## src/core/scips_pkg.sv

```systemverilog
// Constants, register map and carrier types of the interrupt and power supervisor
`default_nettype none
package scips_pkg;

    // Register offsets, status and settings one per card slot (slot 0 is the user card)
    localparam logic [3:0][7:0] ADDR_SLOT_STAT  = {8'h30, 8'h20, 8'h10, 8'h00};
    localparam logic [3:0][7:0] ADDR_SLOT_SET   = {8'h31, 8'h21, 8'h11, 8'h01};
    localparam logic [7:0]      ADDR_IRQ_STAT   = 8'h41;
    localparam logic [7:0]      ADDR_PWR_CTRL   = 8'h42;

    // Slot status register fields
    localparam int ST_ACTIVE  = 7;
    localparam int ST_EARLY   = 6;
    localparam int ST_LATE    = 5;
    localparam int ST_OC      = 4;
    localparam int ST_PRESL   = 2;
    localparam int ST_PRES    = 1;
    localparam int ST_OTEMP   = 2;
    localparam int ST_UVOLT   = 1;
    localparam int ST_RAMP    = 0;

    // Interrupt status register fields
    localparam logic [3:0][2:0] IRQ_SLOT_BIT = {3'h6, 3'h5, 3'h4, 3'h7};
    localparam int IRQ_OTEMP  = 3;
    localparam int IRQ_UVOLT  = 2;
    localparam int IRQ_SYNC   = 1;
    localparam int IRQ_GPIO   = 0;

    // Power control and settings fields
    localparam int         PWR_BOOST_DIS = 7;
    localparam int         SET_VSEL_HI   = 7;
    localparam int         SET_VSEL_LO   = 6;
    localparam logic [1:0] VSEL_5V       = 2'h2;

    // Reset values and the data read at unmapped addresses
    localparam logic [7:0] UC_SET_RST    = 8'h60;
    localparam logic [7:0] SAM_SET_RST   = 8'h40;
    localparam logic [7:0] PWR_CTRL_RST  = 8'h00;
    localparam logic [7:0] UNMAPPED_DATA = 8'hff;

    // Timing
    localparam int CLK_KHZ          = 10000;
    localparam int RAMP_TIMEOUT_US  = 5000;
    localparam int POWERUP_US       = 100;
    localparam int RAMP_CYCLES      = (RAMP_TIMEOUT_US * CLK_KHZ) / 1000;
    localparam int POWERUP_CYCLES   = (POWERUP_US * CLK_KHZ) / 1000;

    // Inputs arriving from outside the clock domain
    typedef struct packed {
        logic       pres;
        logic [3:0] oc;
        logic       vdd_low;
        logic       vddi_low;
        logic       otemp;
        logic       shdn_n;
        logic [3:0] gpio;
    } scips_async_type;

    typedef enum logic [1:0] {
        PS_OFF     = 2'b00,
        PS_POWERUP = 2'b01,
        PS_RUN     = 2'b10
    } scips_pwr_state_type;

endpackage
`default_nettype wire

```

## src/core/scips_top.sv

```systemverilog
// Interrupt aggregation, fault flags, supply supervision and boost control
// Contract
// - Open-drain active-low request, low when pending
// - Card insertion/removal sets user irq and latch
// - Interrupt read clears flags; latch needs status read
// - Overcurrent sets slot flag and slot interrupt
// - Slot fault flags clear on status read or power off
// - Core undervoltage sets irq flag and status
// - Undervoltage and overtemp status follow condition
// - Overtemperature sets irq flag and status
// - Early answer-to-reset sets slot flag, interrupt
// - Late answer-to-reset sets slot flag, interrupt
// - Sync activation done sets flag, read clears
// - Supply ramp timeout sets ramp fault, interrupt
// - Input pin change sets pin-change irq flag
// - After power-up request asserted with no flag
// - Nothing works before power-on interrupt
// - Core undervoltage deactivates every card slot
// - IO supply loss: deactivate, power off, no fault
// - Boost disabled while disable bit set
// - Boost off in standby, on at activation
// - Boost target high when any 5 V card
// - No boost, low supply gives ramp fault
`timescale 1ns/1ps
`default_nettype none
module scips_top
    import scips_pkg::*;
#(
    parameter int RAMP_CYC    = RAMP_CYCLES,
    parameter int POWERUP_CYC = POWERUP_CYCLES
) (
    input  wire logic       clk_sys_in,
    input  wire logic       rst_b_in,
    input  wire logic       card_present_in,
    input  wire logic [3:0] vcc_overcurrent_in,
    input  wire logic       core_supply_low_in,
    input  wire logic       io_supply_low_in,
    input  wire logic       overtemp_in,
    input  wire logic       shutdown_b_in,
    input  wire logic [3:0] gpio_level_in,
    input  wire logic [3:0] gpio_is_input_in,
    input  wire logic [3:0] async_mode_in,
    input  wire logic [3:0] atr_too_soon_in,
    input  wire logic [3:0] atr_too_late_in,
    input  wire logic       sync_activation_done_in,
    input  wire logic [3:0] activation_cmd_in,
    input  wire logic [3:0] deactivation_cmd_in,
    input  wire logic [3:0] vcc_ready_in,
    input  wire logic [7:0] reg_addr_in,
    input  wire logic       reg_rd_in,
    input  wire logic       reg_wr_in,
    input  wire logic [7:0] reg_wdata_in,
    output var  logic [7:0] reg_rdata_out,
    output var  logic       irq_o_out,
    output var  logic       irq_oe_out,
    output var  logic [3:0] slot_active_out,
    output var  logic [3:0] slot_deactivate_out,
    output var  logic       power_off_out,
    output var  logic       functions_ready_out,
    output var  logic       boost_enable_out,
    output var  logic       boost_target_high_out
);

    localparam int RW = $clog2(RAMP_CYC + 1);
    localparam int PW = $clog2(POWERUP_CYC + 1);
    localparam logic [RW-1:0] RAMP_LAST = RW'(RAMP_CYC - 1);
    localparam logic [PW-1:0] PUP_LAST  = PW'(POWERUP_CYC - 1);

    if (RAMP_CYC < 2 || POWERUP_CYC < 2) begin : g_bad_param
        $error("scips_top: timing counts must be at least 2");
    end

    // Three-stage synchroniser; a change is accepted once stages two and
    // three agree, so a single-cycle glitch on a pin never makes an event.
    scips_async_type sync_a_q, sync_a_d;
    scips_async_type sync_b_q, sync_b_d;
    scips_async_type sync_c_q, sync_c_d;
    scips_async_type filt_q,   filt_d;

    always_comb begin
        logic [12:0] agree;
        agree    = ~(sync_b_q ^ sync_c_q);
        sync_a_d = {card_present_in, vcc_overcurrent_in, core_supply_low_in,
                    io_supply_low_in, overtemp_in, shutdown_b_in,
                    gpio_level_in};
        sync_b_d = sync_a_q;
        sync_c_d = sync_b_q;
        filt_d   = (sync_c_q & agree) | (filt_q & ~agree);
    end

    always_ff @(posedge clk_sys_in or negedge rst_b_in) begin
        if (!rst_b_in) begin
            sync_a_q <= '0;
            sync_b_q <= '0;
            sync_c_q <= '0;
            filt_q   <= '0;
        end else begin
            sync_a_q <= sync_a_d;
            sync_b_q <= sync_b_d;
            sync_c_q <= sync_c_d;
            filt_q   <= filt_d;
        end
    end

    // Main state
    scips_pwr_state_type   state_q,   state_d;
    logic [PW-1:0]         pup_cnt_q, pup_cnt_d;
    logic                  por_q,     por_d;
    logic [7:0]            irq_q,     irq_d;
    logic [3:0]            early_q,   early_d;
    logic [3:0]            late_q,    late_d;
    logic [3:0]            oc_q,      oc_d;
    logic [3:0]            ramp_q,    ramp_d;
    logic                  presl_q,   presl_d;
    logic [3:0]            active_q,  active_d;
    logic [3:0]            ramping_q, ramping_d;
    logic [3:0][RW-1:0]    rcnt_q,    rcnt_d;
    logic [3:0][1:0]       vsel_q,    vsel_d;
    logic [3:0][7:0]       set_q,     set_d;
    logic [7:0]            pwr_q,     pwr_d;
    logic [7:0]            rdata_q,   rdata_d;
    logic                  irq_oe_q,  irq_oe_d;
    logic [3:0]            deact_q,   deact_d;
    logic                  poff_q,    poff_d;
    logic                  ready_q,   ready_d;
    logic                  boost_q,   boost_d;
    logic                  bhigh_q,   bhigh_d;

    always_comb begin
        logic       ready;
        logic       kill_all;
        logic       irq_clr;
        logic [7:0] irq_set;
        logic [7:0] mux;
        logic [7:0] st;
        logic       stat_clr;
        logic       act_start;
        logic       kill;
        logic       timeout;
        logic       oc_set;
        logic       early_set;
        logic       late_set;
        logic       pres_chg;
        logic       five_v;
        ready     = (state_q == PS_RUN);
        kill_all  = !ready || filt_q.vdd_low;
        irq_clr   = reg_rd_in && (reg_addr_in == ADDR_IRQ_STAT);
        irq_set   = '0;
        mux       = UNMAPPED_DATA;
        st        = '0;
        stat_clr  = 1'b0;
        act_start = 1'b0;
        kill      = 1'b0;
        timeout   = 1'b0;
        oc_set    = 1'b0;
        early_set = 1'b0;
        late_set  = 1'b0;
        pres_chg  = 1'b0;
        five_v    = 1'b0;
        state_d   = state_q;
        pup_cnt_d = pup_cnt_q;
        por_d     = por_q && !irq_clr;
        early_d   = early_q;
        late_d    = late_q;
        oc_d      = oc_q;
        ramp_d    = ramp_q;
        presl_d   = presl_q;
        active_d  = active_q;
        ramping_d = ramping_q;
        rcnt_d    = rcnt_q;
        vsel_d    = vsel_q;
        set_d     = set_q;
        pwr_d     = pwr_q;
        deact_d   = '0;

        // Power sequencing; IO supply loss forces power off silently
        unique case (state_q)
            PS_OFF: begin
                pup_cnt_d = '0;
                if (filt_q.shdn_n && !filt_q.vddi_low) begin
                    state_d = PS_POWERUP;
                end
            end
            PS_POWERUP: begin
                pup_cnt_d = pup_cnt_q + PW'(1);
                if (pup_cnt_q == PUP_LAST) begin
                    state_d = PS_RUN;
                    por_d   = 1'b1;
                end
            end
            PS_RUN: begin
                pup_cnt_d = '0;
            end
            default: begin
                state_d = PS_OFF;
            end
        endcase
        if (!filt_q.shdn_n || filt_q.vddi_low) begin
            state_d = PS_OFF;
            por_d   = 1'b0;
        end

        // Global events, taken only while running
        if (ready) begin
            irq_set[IRQ_UVOLT] = filt_d.vdd_low && !filt_q.vdd_low;
            irq_set[IRQ_OTEMP] = filt_d.otemp && !filt_q.otemp;
            irq_set[IRQ_SYNC]  = sync_activation_done_in;
            irq_set[IRQ_GPIO]  = |((filt_d.gpio ^ filt_q.gpio)
                                   & gpio_is_input_in);
        end

        for (int i = 0; i < 4; i++) begin
            stat_clr  = reg_rd_in && (reg_addr_in == ADDR_SLOT_STAT[i]);
            act_start = ready && activation_cmd_in[i] && !active_q[i];
            timeout   = ramping_q[i] && !vcc_ready_in[i]
                        && (rcnt_q[i] == RAMP_LAST);
            oc_set    = ready && filt_d.oc[i] && !filt_q.oc[i];
            early_set = ready && async_mode_in[i] && atr_too_soon_in[i];
            late_set  = ready && async_mode_in[i] && atr_too_late_in[i];
            pres_chg  = ready && (i == 0)
                        && (filt_d.pres != filt_q.pres);
            kill      = kill_all || deactivation_cmd_in[i]
                        || filt_q.oc[i] || timeout;

            // Supply ramp watchdog; without boost a low supply lands here
            if (act_start) begin
                ramping_d[i] = 1'b1;
                rcnt_d[i]    = '0;
                vsel_d[i]    = set_q[i][SET_VSEL_HI:SET_VSEL_LO];
            end else if (vcc_ready_in[i] || kill) begin
                ramping_d[i] = 1'b0;
            end else if (ramping_q[i]) begin
                rcnt_d[i] = rcnt_q[i] + RW'(1);
            end
            active_d[i] = (active_q[i] || act_start) && !kill;
            deact_d[i]  = active_q[i] && kill;

            // Latched slot faults: set wins over the read clear
            oc_d[i]    = (oc_q[i] && !stat_clr) || oc_set;
            early_d[i] = (early_q[i] && !stat_clr) || early_set;
            late_d[i]  = (late_q[i] && !stat_clr) || late_set;
            ramp_d[i]  = (ramp_q[i] && !stat_clr) || timeout;
            if (i == 0) begin
                presl_d = (presl_q && !stat_clr) || pres_chg;
            end
            irq_set[IRQ_SLOT_BIT[i]] = oc_set || early_set || late_set
                                       || timeout || pres_chg;

            five_v = five_v || (active_d[i] && (vsel_d[i] == VSEL_5V));

            // Settings writes ignored until the device is up
            if (ready && reg_wr_in && (reg_addr_in == ADDR_SLOT_SET[i])) begin
                set_d[i] = reg_wdata_in;
            end

            st            = '0;
            st[ST_ACTIVE] = active_q[i];
            st[ST_EARLY]  = early_q[i];
            st[ST_LATE]   = late_q[i];
            st[ST_OC]     = oc_q[i];
            st[ST_RAMP]   = ramp_q[i];
            if (i == 0) begin
                st[ST_PRESL] = presl_q;
                st[ST_PRES]  = filt_q.pres;
            end
            if (i == 1) begin
                st[ST_OTEMP] = filt_q.otemp;
                st[ST_UVOLT] = filt_q.vdd_low;
            end
            if (reg_addr_in == ADDR_SLOT_STAT[i]) begin
                mux = st;
            end
            if (reg_addr_in == ADDR_SLOT_SET[i]) begin
                mux = set_q[i];
            end
        end

        if (ready && reg_wr_in && (reg_addr_in == ADDR_PWR_CTRL)) begin
            pwr_d = reg_wdata_in;
        end
        if (reg_addr_in == ADDR_IRQ_STAT) begin
            mux = irq_q;
        end
        if (reg_addr_in == ADDR_PWR_CTRL) begin
            mux = pwr_q;
        end

        irq_d = (irq_q & ~{8{irq_clr}}) | irq_set;
        if (state_d == PS_OFF) begin
            irq_d    = '0;
            early_d  = '0;
            late_d   = '0;
            oc_d     = '0;
            ramp_d   = '0;
            presl_d  = 1'b0;
        end
        rdata_d  = reg_rd_in ? mux : rdata_q;
        irq_oe_d = (|irq_d) || por_d;
        poff_d   = (state_d == PS_OFF);
        ready_d  = (state_d == PS_RUN);
        // Boost runs only with a card active; target follows any 5 V slot
        boost_d  = ready && !pwr_q[PWR_BOOST_DIS]
                   && (|active_d);
        bhigh_d  = boost_d && five_v;
    end

    always_ff @(posedge clk_sys_in or negedge rst_b_in) begin
        if (!rst_b_in) begin
            state_q   <= PS_OFF;
            pup_cnt_q <= '0;
            por_q     <= 1'b0;
            irq_q     <= '0;
            early_q   <= '0;
            late_q    <= '0;
            oc_q      <= '0;
            ramp_q    <= '0;
            presl_q   <= 1'b0;
            active_q  <= '0;
            ramping_q <= '0;
            rcnt_q    <= '0;
            vsel_q    <= '0;
            set_q     <= {SAM_SET_RST, SAM_SET_RST, SAM_SET_RST, UC_SET_RST};
            pwr_q     <= PWR_CTRL_RST;
            rdata_q   <= '0;
            irq_oe_q  <= 1'b0;
            deact_q   <= '0;
            poff_q    <= 1'b1;
            ready_q   <= 1'b0;
            boost_q   <= 1'b0;
            bhigh_q   <= 1'b0;
        end else begin
            state_q   <= state_d;
            pup_cnt_q <= pup_cnt_d;
            por_q     <= por_d;
            irq_q     <= irq_d;
            early_q   <= early_d;
            late_q    <= late_d;
            oc_q      <= oc_d;
            ramp_q    <= ramp_d;
            presl_q   <= presl_d;
            active_q  <= active_d;
            ramping_q <= ramping_d;
            rcnt_q    <= rcnt_d;
            vsel_q    <= vsel_d;
            set_q     <= set_d;
            pwr_q     <= pwr_d;
            rdata_q   <= rdata_d;
            irq_oe_q  <= irq_oe_d;
            deact_q   <= deact_d;
            poff_q    <= poff_d;
            ready_q   <= ready_d;
            boost_q   <= boost_d;
            bhigh_q   <= bhigh_d;
        end
    end

    // The pad only ever pulls low; the enable carries the request
    logic irq_pad_q;
    always_ff @(posedge clk_sys_in or negedge rst_b_in) begin
        if (!rst_b_in) begin
            irq_pad_q <= 1'b0;
        end else begin
            irq_pad_q <= 1'b0;
        end
    end

    assign reg_rdata_out         = rdata_q;
    assign irq_o_out             = irq_pad_q;
    assign irq_oe_out            = irq_oe_q;
    assign slot_active_out       = active_q;
    assign slot_deactivate_out   = deact_q;
    assign power_off_out         = poff_q;
    assign functions_ready_out   = ready_q;
    assign boost_enable_out      = boost_q;
    assign boost_target_high_out = bhigh_q;

endmodule
`default_nettype wire

```

## config.mk

```make
export PLATFORM = sky130hd
export DESIGN_NAME = scips_top
export DESIGN_NICKNAME = d
export VERILOG_FILES = /design/src/core/scips_pkg.sv /design/src/core/scips_top.sv
export SDC_FILE = /design/constraint.sdc
export NUM_CORES = 1
export LEC_CHECK = 0
export BUFFER_PORTS_ARGS = -buffer_cell sky130_fd_sc_hd__buf_2
export CORE_MARGIN = 5
export CORE_UTILIZATION = 55
export DETAILED_ROUTE_END_ITERATION = 10
export PLACE_DENSITY_LB_ADDON = 0.2
export SETUP_SLACK_MARGIN = 0.1
export SLEW_MARGIN = 15
export SYNTH_ARGS = -nofsm -noshare
export SYNTH_HDL_FRONTEND = slang
export SYNTH_SLANG_ARGS = --single-unit
```

## constraint.sdc

```tcl
create_clock -name clk_sys_in -period 2.8 [get_ports clk_sys_in]
set_clock_uncertainty 0.15 [all_clocks]
set_input_delay 0.42 -clock clk_sys_in [delete_from_list [all_inputs] [get_ports clk_sys_in]]
set_output_delay 0.42 -clock clk_sys_in [all_outputs]
set_load 0.05 [all_outputs]
```

==> results of run 1 <==
[how the worst max path moves through the flow]
stage / end / slack, ps / cells after the start
floorplan: irq_oe_out / 230 / 8
global placement: irq_oe_out / 210 / 7
detailed placement: irq_oe_out / 130 / 7
CTS: irq_oe_out / 140 / 7
global route: irq_oe_out / 110 / 7
finish: irq_oe_out / 220 / 7
[registers in the layout (all words and copies together), names as in the netlist, 8 cells and up, named ones only]
name           flops
pwr_q              8
reg_rdata_out      8
sync_a_q          13
irq_q              8
vsel_q             8
filt_q            11
rcnt_q            64
sync_b_q          13
pup_cnt_q         10
set_q             32
sync_c_q          13
[what timing repair did]
item                                    4_1_cts  5_1_grt
hold buffers                                 14        0
setup buffers                                 0        0
endpoints found under the setup margin        0        2
endpoints found under the hold margin        75        0
resized for setup                             0        4
[per-layer routing]
| layer | vias up | global-route usage, % |
|---|---|---|
| li1 | 3587 | - |
| met2 | 270 | 34.4 |
| met1 | 3697 | 33.6 |
| met5 | - | 0 |
| met3 | 46 | 4.56 |
| met4 | 2 | 7.71 |
[final cells by class]
cell class | instances | area share, %
Sequential cell | 227 | 47.1
Multi-Input combinational cell | 648 | 36.1
Timing Repair Buffer | 139 | 7.52
Clock buffer | 38 | 6.00
Tap cell | 234 | 2.42
Clock inverter | 6 | 0.456
Inverter | 13 | 0.404
[through the flow]
step                total power (W)  cell area, um^2
finish                      0.00684            12100
global route                0.00713            12100
CTS                         0.00692            12100
detailed placement          0.00381            11100
global placement            0.00380            11100
floorplan                   0.00360            10300
[power by group through the flow]
stage / combinational [W] / sequential [W] / clock [W]
3_5_place_dp: 0.000364 / 0.00345 / 0
6_report: 0.000379 / 0.00339 / 0.00307
2_1_floorplan: 0.000129 / 0.00347 / 0
5_1_grt: 0.000417 / 0.00340 / 0.00332
3_3_place_gp: 0.000360 / 0.00344 / 0
4_1_cts: 0.000382 / 0.00339 / 0.00315
[cells in the final DEF (no fill, tap or decap), drive strengths merged, types with 27 or more instances in the layout]
| cell | instances |
|---|---|
| a21oi | 40 |
| buf | 125 |
| clkbuf | 38 |
| dfrtp | 221 |
| mux2 | 48 |
| nand2 | 52 |
| nand3 | 37 |
| nand4 | 31 |
| nor2 | 118 |
| o21ai | 27 |
| xor2 | 45 |
[cells by family after synthesis]
family / after synthesis / share of synthesized area [%]
simple gates: 377 / 19.5
flops: 227 / 55.5
compound gates: 129 / 8.55
mux: 69 / 7.81
xor+xnor: 64 / 5.47
buf+inv: 52 / 2.21
fa+ha+maj: 8 / 0.903
other cells: 1 / 0.0366
==> metrics.txt, run 1 <==
run status=completed; P_sw=0.00150 W; Layout area overhead=17.8%; Final TNS setup=0 ps; Max IR drop VDD=0.000465 V; share of power burned in registers=49.5%; Leak Pwr=5.63 nW; Root Buffer=clkbuf_16; Post-Synthesis Net Count=994; Worst Setup Path Type=reg -> reg; final core utilization=65.3%; fillers=1427; PortBufs=82; Hold EP=set_q[25]; top-area cell type share of the netlist area=53.9%; type of origin of the critical path=flop; cell area power density=566 mW/mm^2; Slew HR=57.4%; family with the most delay on the worst path=simple AND/OR/NAND/NOR gates; Post-synth EDFFs=0; Placer Congestion=0.960; reg2reg end=irq_oe_out; TritonRoute pass-1 iters=5; number of synthesized register bits=227; max incr delay on CP=450 ps; Min-Delay Path Class=in -> reg; routed len/inst=18.5 um; CTS buffer count=24; Bufs and invs on worst path=0; Min Clock Period, post-route=2580 ps; crit-path max FO=7; Synth Warn #=0; Worst-path clk slew=60 ps; std cell rows=50; Ant. Diodes=0; met2 WL=10900 um; Overall Global Routing Usage=22.9%; total wire length=24100 um; Die Y=147 um; Core Box Area=0.0185 mm^2; RSZ-0062 raised after global routing=no; crit path DAT=2820 ps; Pint=0.00534 W; sequential cell area fraction in the yosys report=55.5%; Maximum Capacitance Violations=0; final-report setup violation count=0; Mapped Cells=927; WP data required=3030 ps; Post-Syn Area=0.0103 mm^2; commonest cells in the synthesized netlist=dfrtp_1, nor2_1, nand2_1; worst setup path start=rcnt_q[16]; area of the die=0.0215 mm^2; first-pass GRT wire length=40000 um; gr ovfl total=0; via/cell ratio=5.83; fin crit share=92.3%; die width=147 um; Clock Sinks=227; I/O pin total=84; worst-skew pair later-pin latency=510 ps; Comb power frac=5.5%; Max Root-Sink Buffers=3; uppermost routed layer=met5; Net Sw Frac=22.0%; WHS Path Cells=2; Worst Slack Setup Final=216 ps; Clock Power Share=44.9%; Via Count=7602; pin count of the biggest net entering global routing=71; FF-to-FF path depth=7; vias in the first global route=7585; Layout Nets=1120; Cell variety after synth=69; top_reg_cell synth=dfrtp_1; Hold Path Origin=reg_wdata_in[1]; DRC errors left=0; reg2reg setup slack=220 ps; Initial Util=55.4%; CTS tree=built; layout cells sized above 1=22.1%; area of the multi-input gates=0.00437 mm^2; Iteration-0 DRC Markers=618; Met3 Routed Length=1780 um; CP endpoint kind=flop; sequential cell area=0.00569 mm^2; WHS=73.3 ps; count leader, synth=dfrtp_1; initial antenna violation count=1; Async SR Flop Fraction=100%; CTS H-Tree Depth=1; Slew @ Worst Pin=637 ps; final antenna-violating net count=0; worst slack at placement=129 ps; FMAX=0.387 GHz; Synth area leader=dfrtp_1; Inst Count DP=1247; post-DP HPWL=17400 um; Syn Area/Cell=11.1 um^2; worst path cell trace=ha_1 -> and2_2 -> and3_2 -> and4b_1 -> nand4bb_4 -> a2111oi_2 -> or4b_1; Layout Cells excl Fill=1305; R2R Path Start=rcnt_q[16]; Slowest cell on crit path=or4b_1; Synth area leaders=dfrtp_1, mux2_2, nor2_1; endpoints failing hold=0; met1 WL=10800 um; Slew Limit Fails=0
Power figures use the tool's default switching activity.
==> inputs of run 2 (changes only) <==
CELL_PAD_IN_SITES_DETAIL_PLACEMENT = 2   (was not set)
CELL_PAD_IN_SITES_GLOBAL_PLACEMENT = 2   (was not set)
CORE_UTILIZATION = 40   (was 55)
==> run 2 against run 1 <==
Compared with the run above:
- first-iteration DRC count is 31% lower
- critical endpoint unchanged
- largest power group is now the clock network
- cell count grew 8.1%
- register-to-register slack worse by 30 ps
- die area is 35% higher
- highest routed layer unchanged
- sequential share of layout area down 1.4 points
- power grew 12%
- combinational power is 6.3% higher
- clock-buffer cell count shrank 2
- wire length is 33% higher
- maximum frequency fell by 1.1%
- non-clock buffer count increased by 1
==> metrics.txt, run 2 (synthesized netlist as in run 1, its figures left out) <==
endpoints failing hold=0 (unchanged); final core utilization=49.4% (-16 points); vias in the first global route=8876 (+17%); Worst Setup Path Type=reg -> reg; total wire length=32100 um (+33%); I/O pin total=84 (unchanged); FF-to-FF path depth=7 (unchanged); Placer Congestion=0.867 (-9.7%); Area after DPL=0.0113 mm^2 (+1.3%); Inst Count DP=1344 (+7.8%); fillers=2523 (+77%); WHS=37.6 ps (-35.7 ps); CTS tree=built; Reg with most FFs=rcnt_q; CTS H-Tree Depth=1 (unchanged); crit path DAT=2870 ps (+50 ps); Leak Pwr=5.73 nW (+1.7%); reg2reg setup slack=190 ps (-30 ps); final antenna-violating net count=0 (unchanged); Initial Util=40.7% (-15 points); routed len/inst=22.7 um (+23%); Slew @ Worst Pin=611 ps (-26.0 ps); Worst-path clk slew=60 ps (about the same); first-pass GRT wire length=51300 um (+28%); Maximum Capacitance Violations=0 (unchanged); DRC errors left=0 (unchanged); Post-CTS Setup Inserts=0 (unchanged); final-report setup violation count=0 (unchanged); Layout Nets=1125 (+0.45%); Layout Cells excl Fill=1411 (+8.1%); CP endpoint kind=flop; post-DP HPWL=22200 um (+27%); layout cells sized above 1=23.3% (+1.2 points); TritonRoute pass-1 iters=4 (-1); Iteration-0 DRC Markers=428 (-31%); die width=170 um (+16%); cell area power density=615 mW/mm^2 (+8.6%); Overall Global Routing Usage=22.4% (-0.50 points); FMAX=0.383 GHz (-1.1%); Via Count=7898 (+3.9%); via/cell ratio=5.60 (-3.9%); Root Buffer=clkbuf_16; Clock Sinks=227 (unchanged); WHS Path Cells=2 (unchanged); fin crit share=93.3% (+1.0 points); type of origin of the critical path=flop; worst-skew pair later-pin latency=550 ps (+40 ps); Core Box Area=0.0252 mm^2 (+36%); Slew HR=58.7% (+1.3 points); PortBufs=82 (unchanged); RSZ-0062 raised after global routing=no; Slew Limit Fails=0 (unchanged); area of the die=0.0289 mm^2 (+35%); run status=completed; Min Clock Period, post-route=2610 ps (+28.6 ps); gr ovfl total=0 (unchanged); initial antenna violation count=2 (+1); Final TNS setup=0 ps (unchanged); Die Y=170 um (+16%); Min-Delay Path Class=in -> reg; CTS buffer count=28 (+17%); most frequent cells in the layout=dfrtp_1, nor2_1, buf_2; Layout area overhead=21.3%; Max IR drop VDD=0.000436 V (-6.3%); Max Root-Sink Buffers=3 (unchanged); WP data required=3060 ps (+30 ps); fin area=0.0124 mm^2 (+3.0%); max reg flops=64 (unchanged); commonest non-fill, non-tap cell in the layout=dfrtp_1; std cell rows=58 (+16%); crit-path max FO=3 (-4); Largest regs=rcnt_q x64, set_q x32; pin count of the biggest net entering global routing=62 (-13%)
[run 2: changes by cell type in the layout (fill, tap and decap cells not counted), sizes merged]
cell | before | now
bufinv | 1 | 4
clkinv | 6 | 8
diode | 0 | 1
clkinvlp | 0 | 5
buf | 125 | 126
clkbuf | 38 | 36
[run 2: worst paths after layout]
kind / from / endpoint
min: reg_wdata_in[3] / set_q[3]
min reg2reg: sync_a_q[2] / sync_b_q[2]
max reg2reg: rcnt_q[16] / irq_oe_out
max in group asynchronous: rst_b_in / power_off_out
max: rcnt_q[16] / irq_oe_out
min in group asynchronous: rst_b_in / sync_c_q[4]
[run 2: per-layer routing]
layer	global-route usage [%]	vias to the layer above	wire (um)
met1	29.8	4082	13900
met4	7.12	2	972
li1	-	3595	-
met2	37.7	163	15800
met3	3.60	56	1420
met5	0	-	13
[run 2: cell type report]
type	instances	area, um^2	area share (%)
Antenna cell	1	2.50	0.0201
Clock buffer	36	791	6.36
Clock inverter	16	208	1.67
Inverter	13	48.8	0.392
Multi-Input combinational cell	648	4360	35.1
Sequential cell	227	5690	45.7
Tap cell	330	413	3.32
Timing Repair Buffer	140	928	7.46
[run 2: worst max-delay path: stages, from the launching register on]
cell,delay [ps]
dfrtp_1,410
ha_1,240
and2_1,180
and3_1,220
and4b_1,240
nand4bb_1,230
a2111oi_2,330
or4b_1,470
[run 2: per-stage QoR]
stage,total power (W),setup WS [ps]
2_1_floorplan,0.00360,229
3_3_place_gp,0.00382,295
3_5_place_dp,0.00384,217
4_1_cts,0.00775,105
5_1_grt,0.00794,114
6_report,0.00765,187
[run 2: where the power goes]
group | leakage, nW | internal [W] | switching [W]
Sequential | 2.99 | 0.00335 | 0.0000507
Clock | 0.478 | 0.00237 | 0.00149
Combinational | 2.26 | 0.000132 | 0.000271
Total | 5.73 | 0.00584 | 0.00181
[run 2: repair_timing]
item                                   4_1_cts  5_1_grt
resized for setup                            0        3
hold buffers                                14        0
setup endpoints to repair                    0        6
endpoints found under the hold margin       67        0
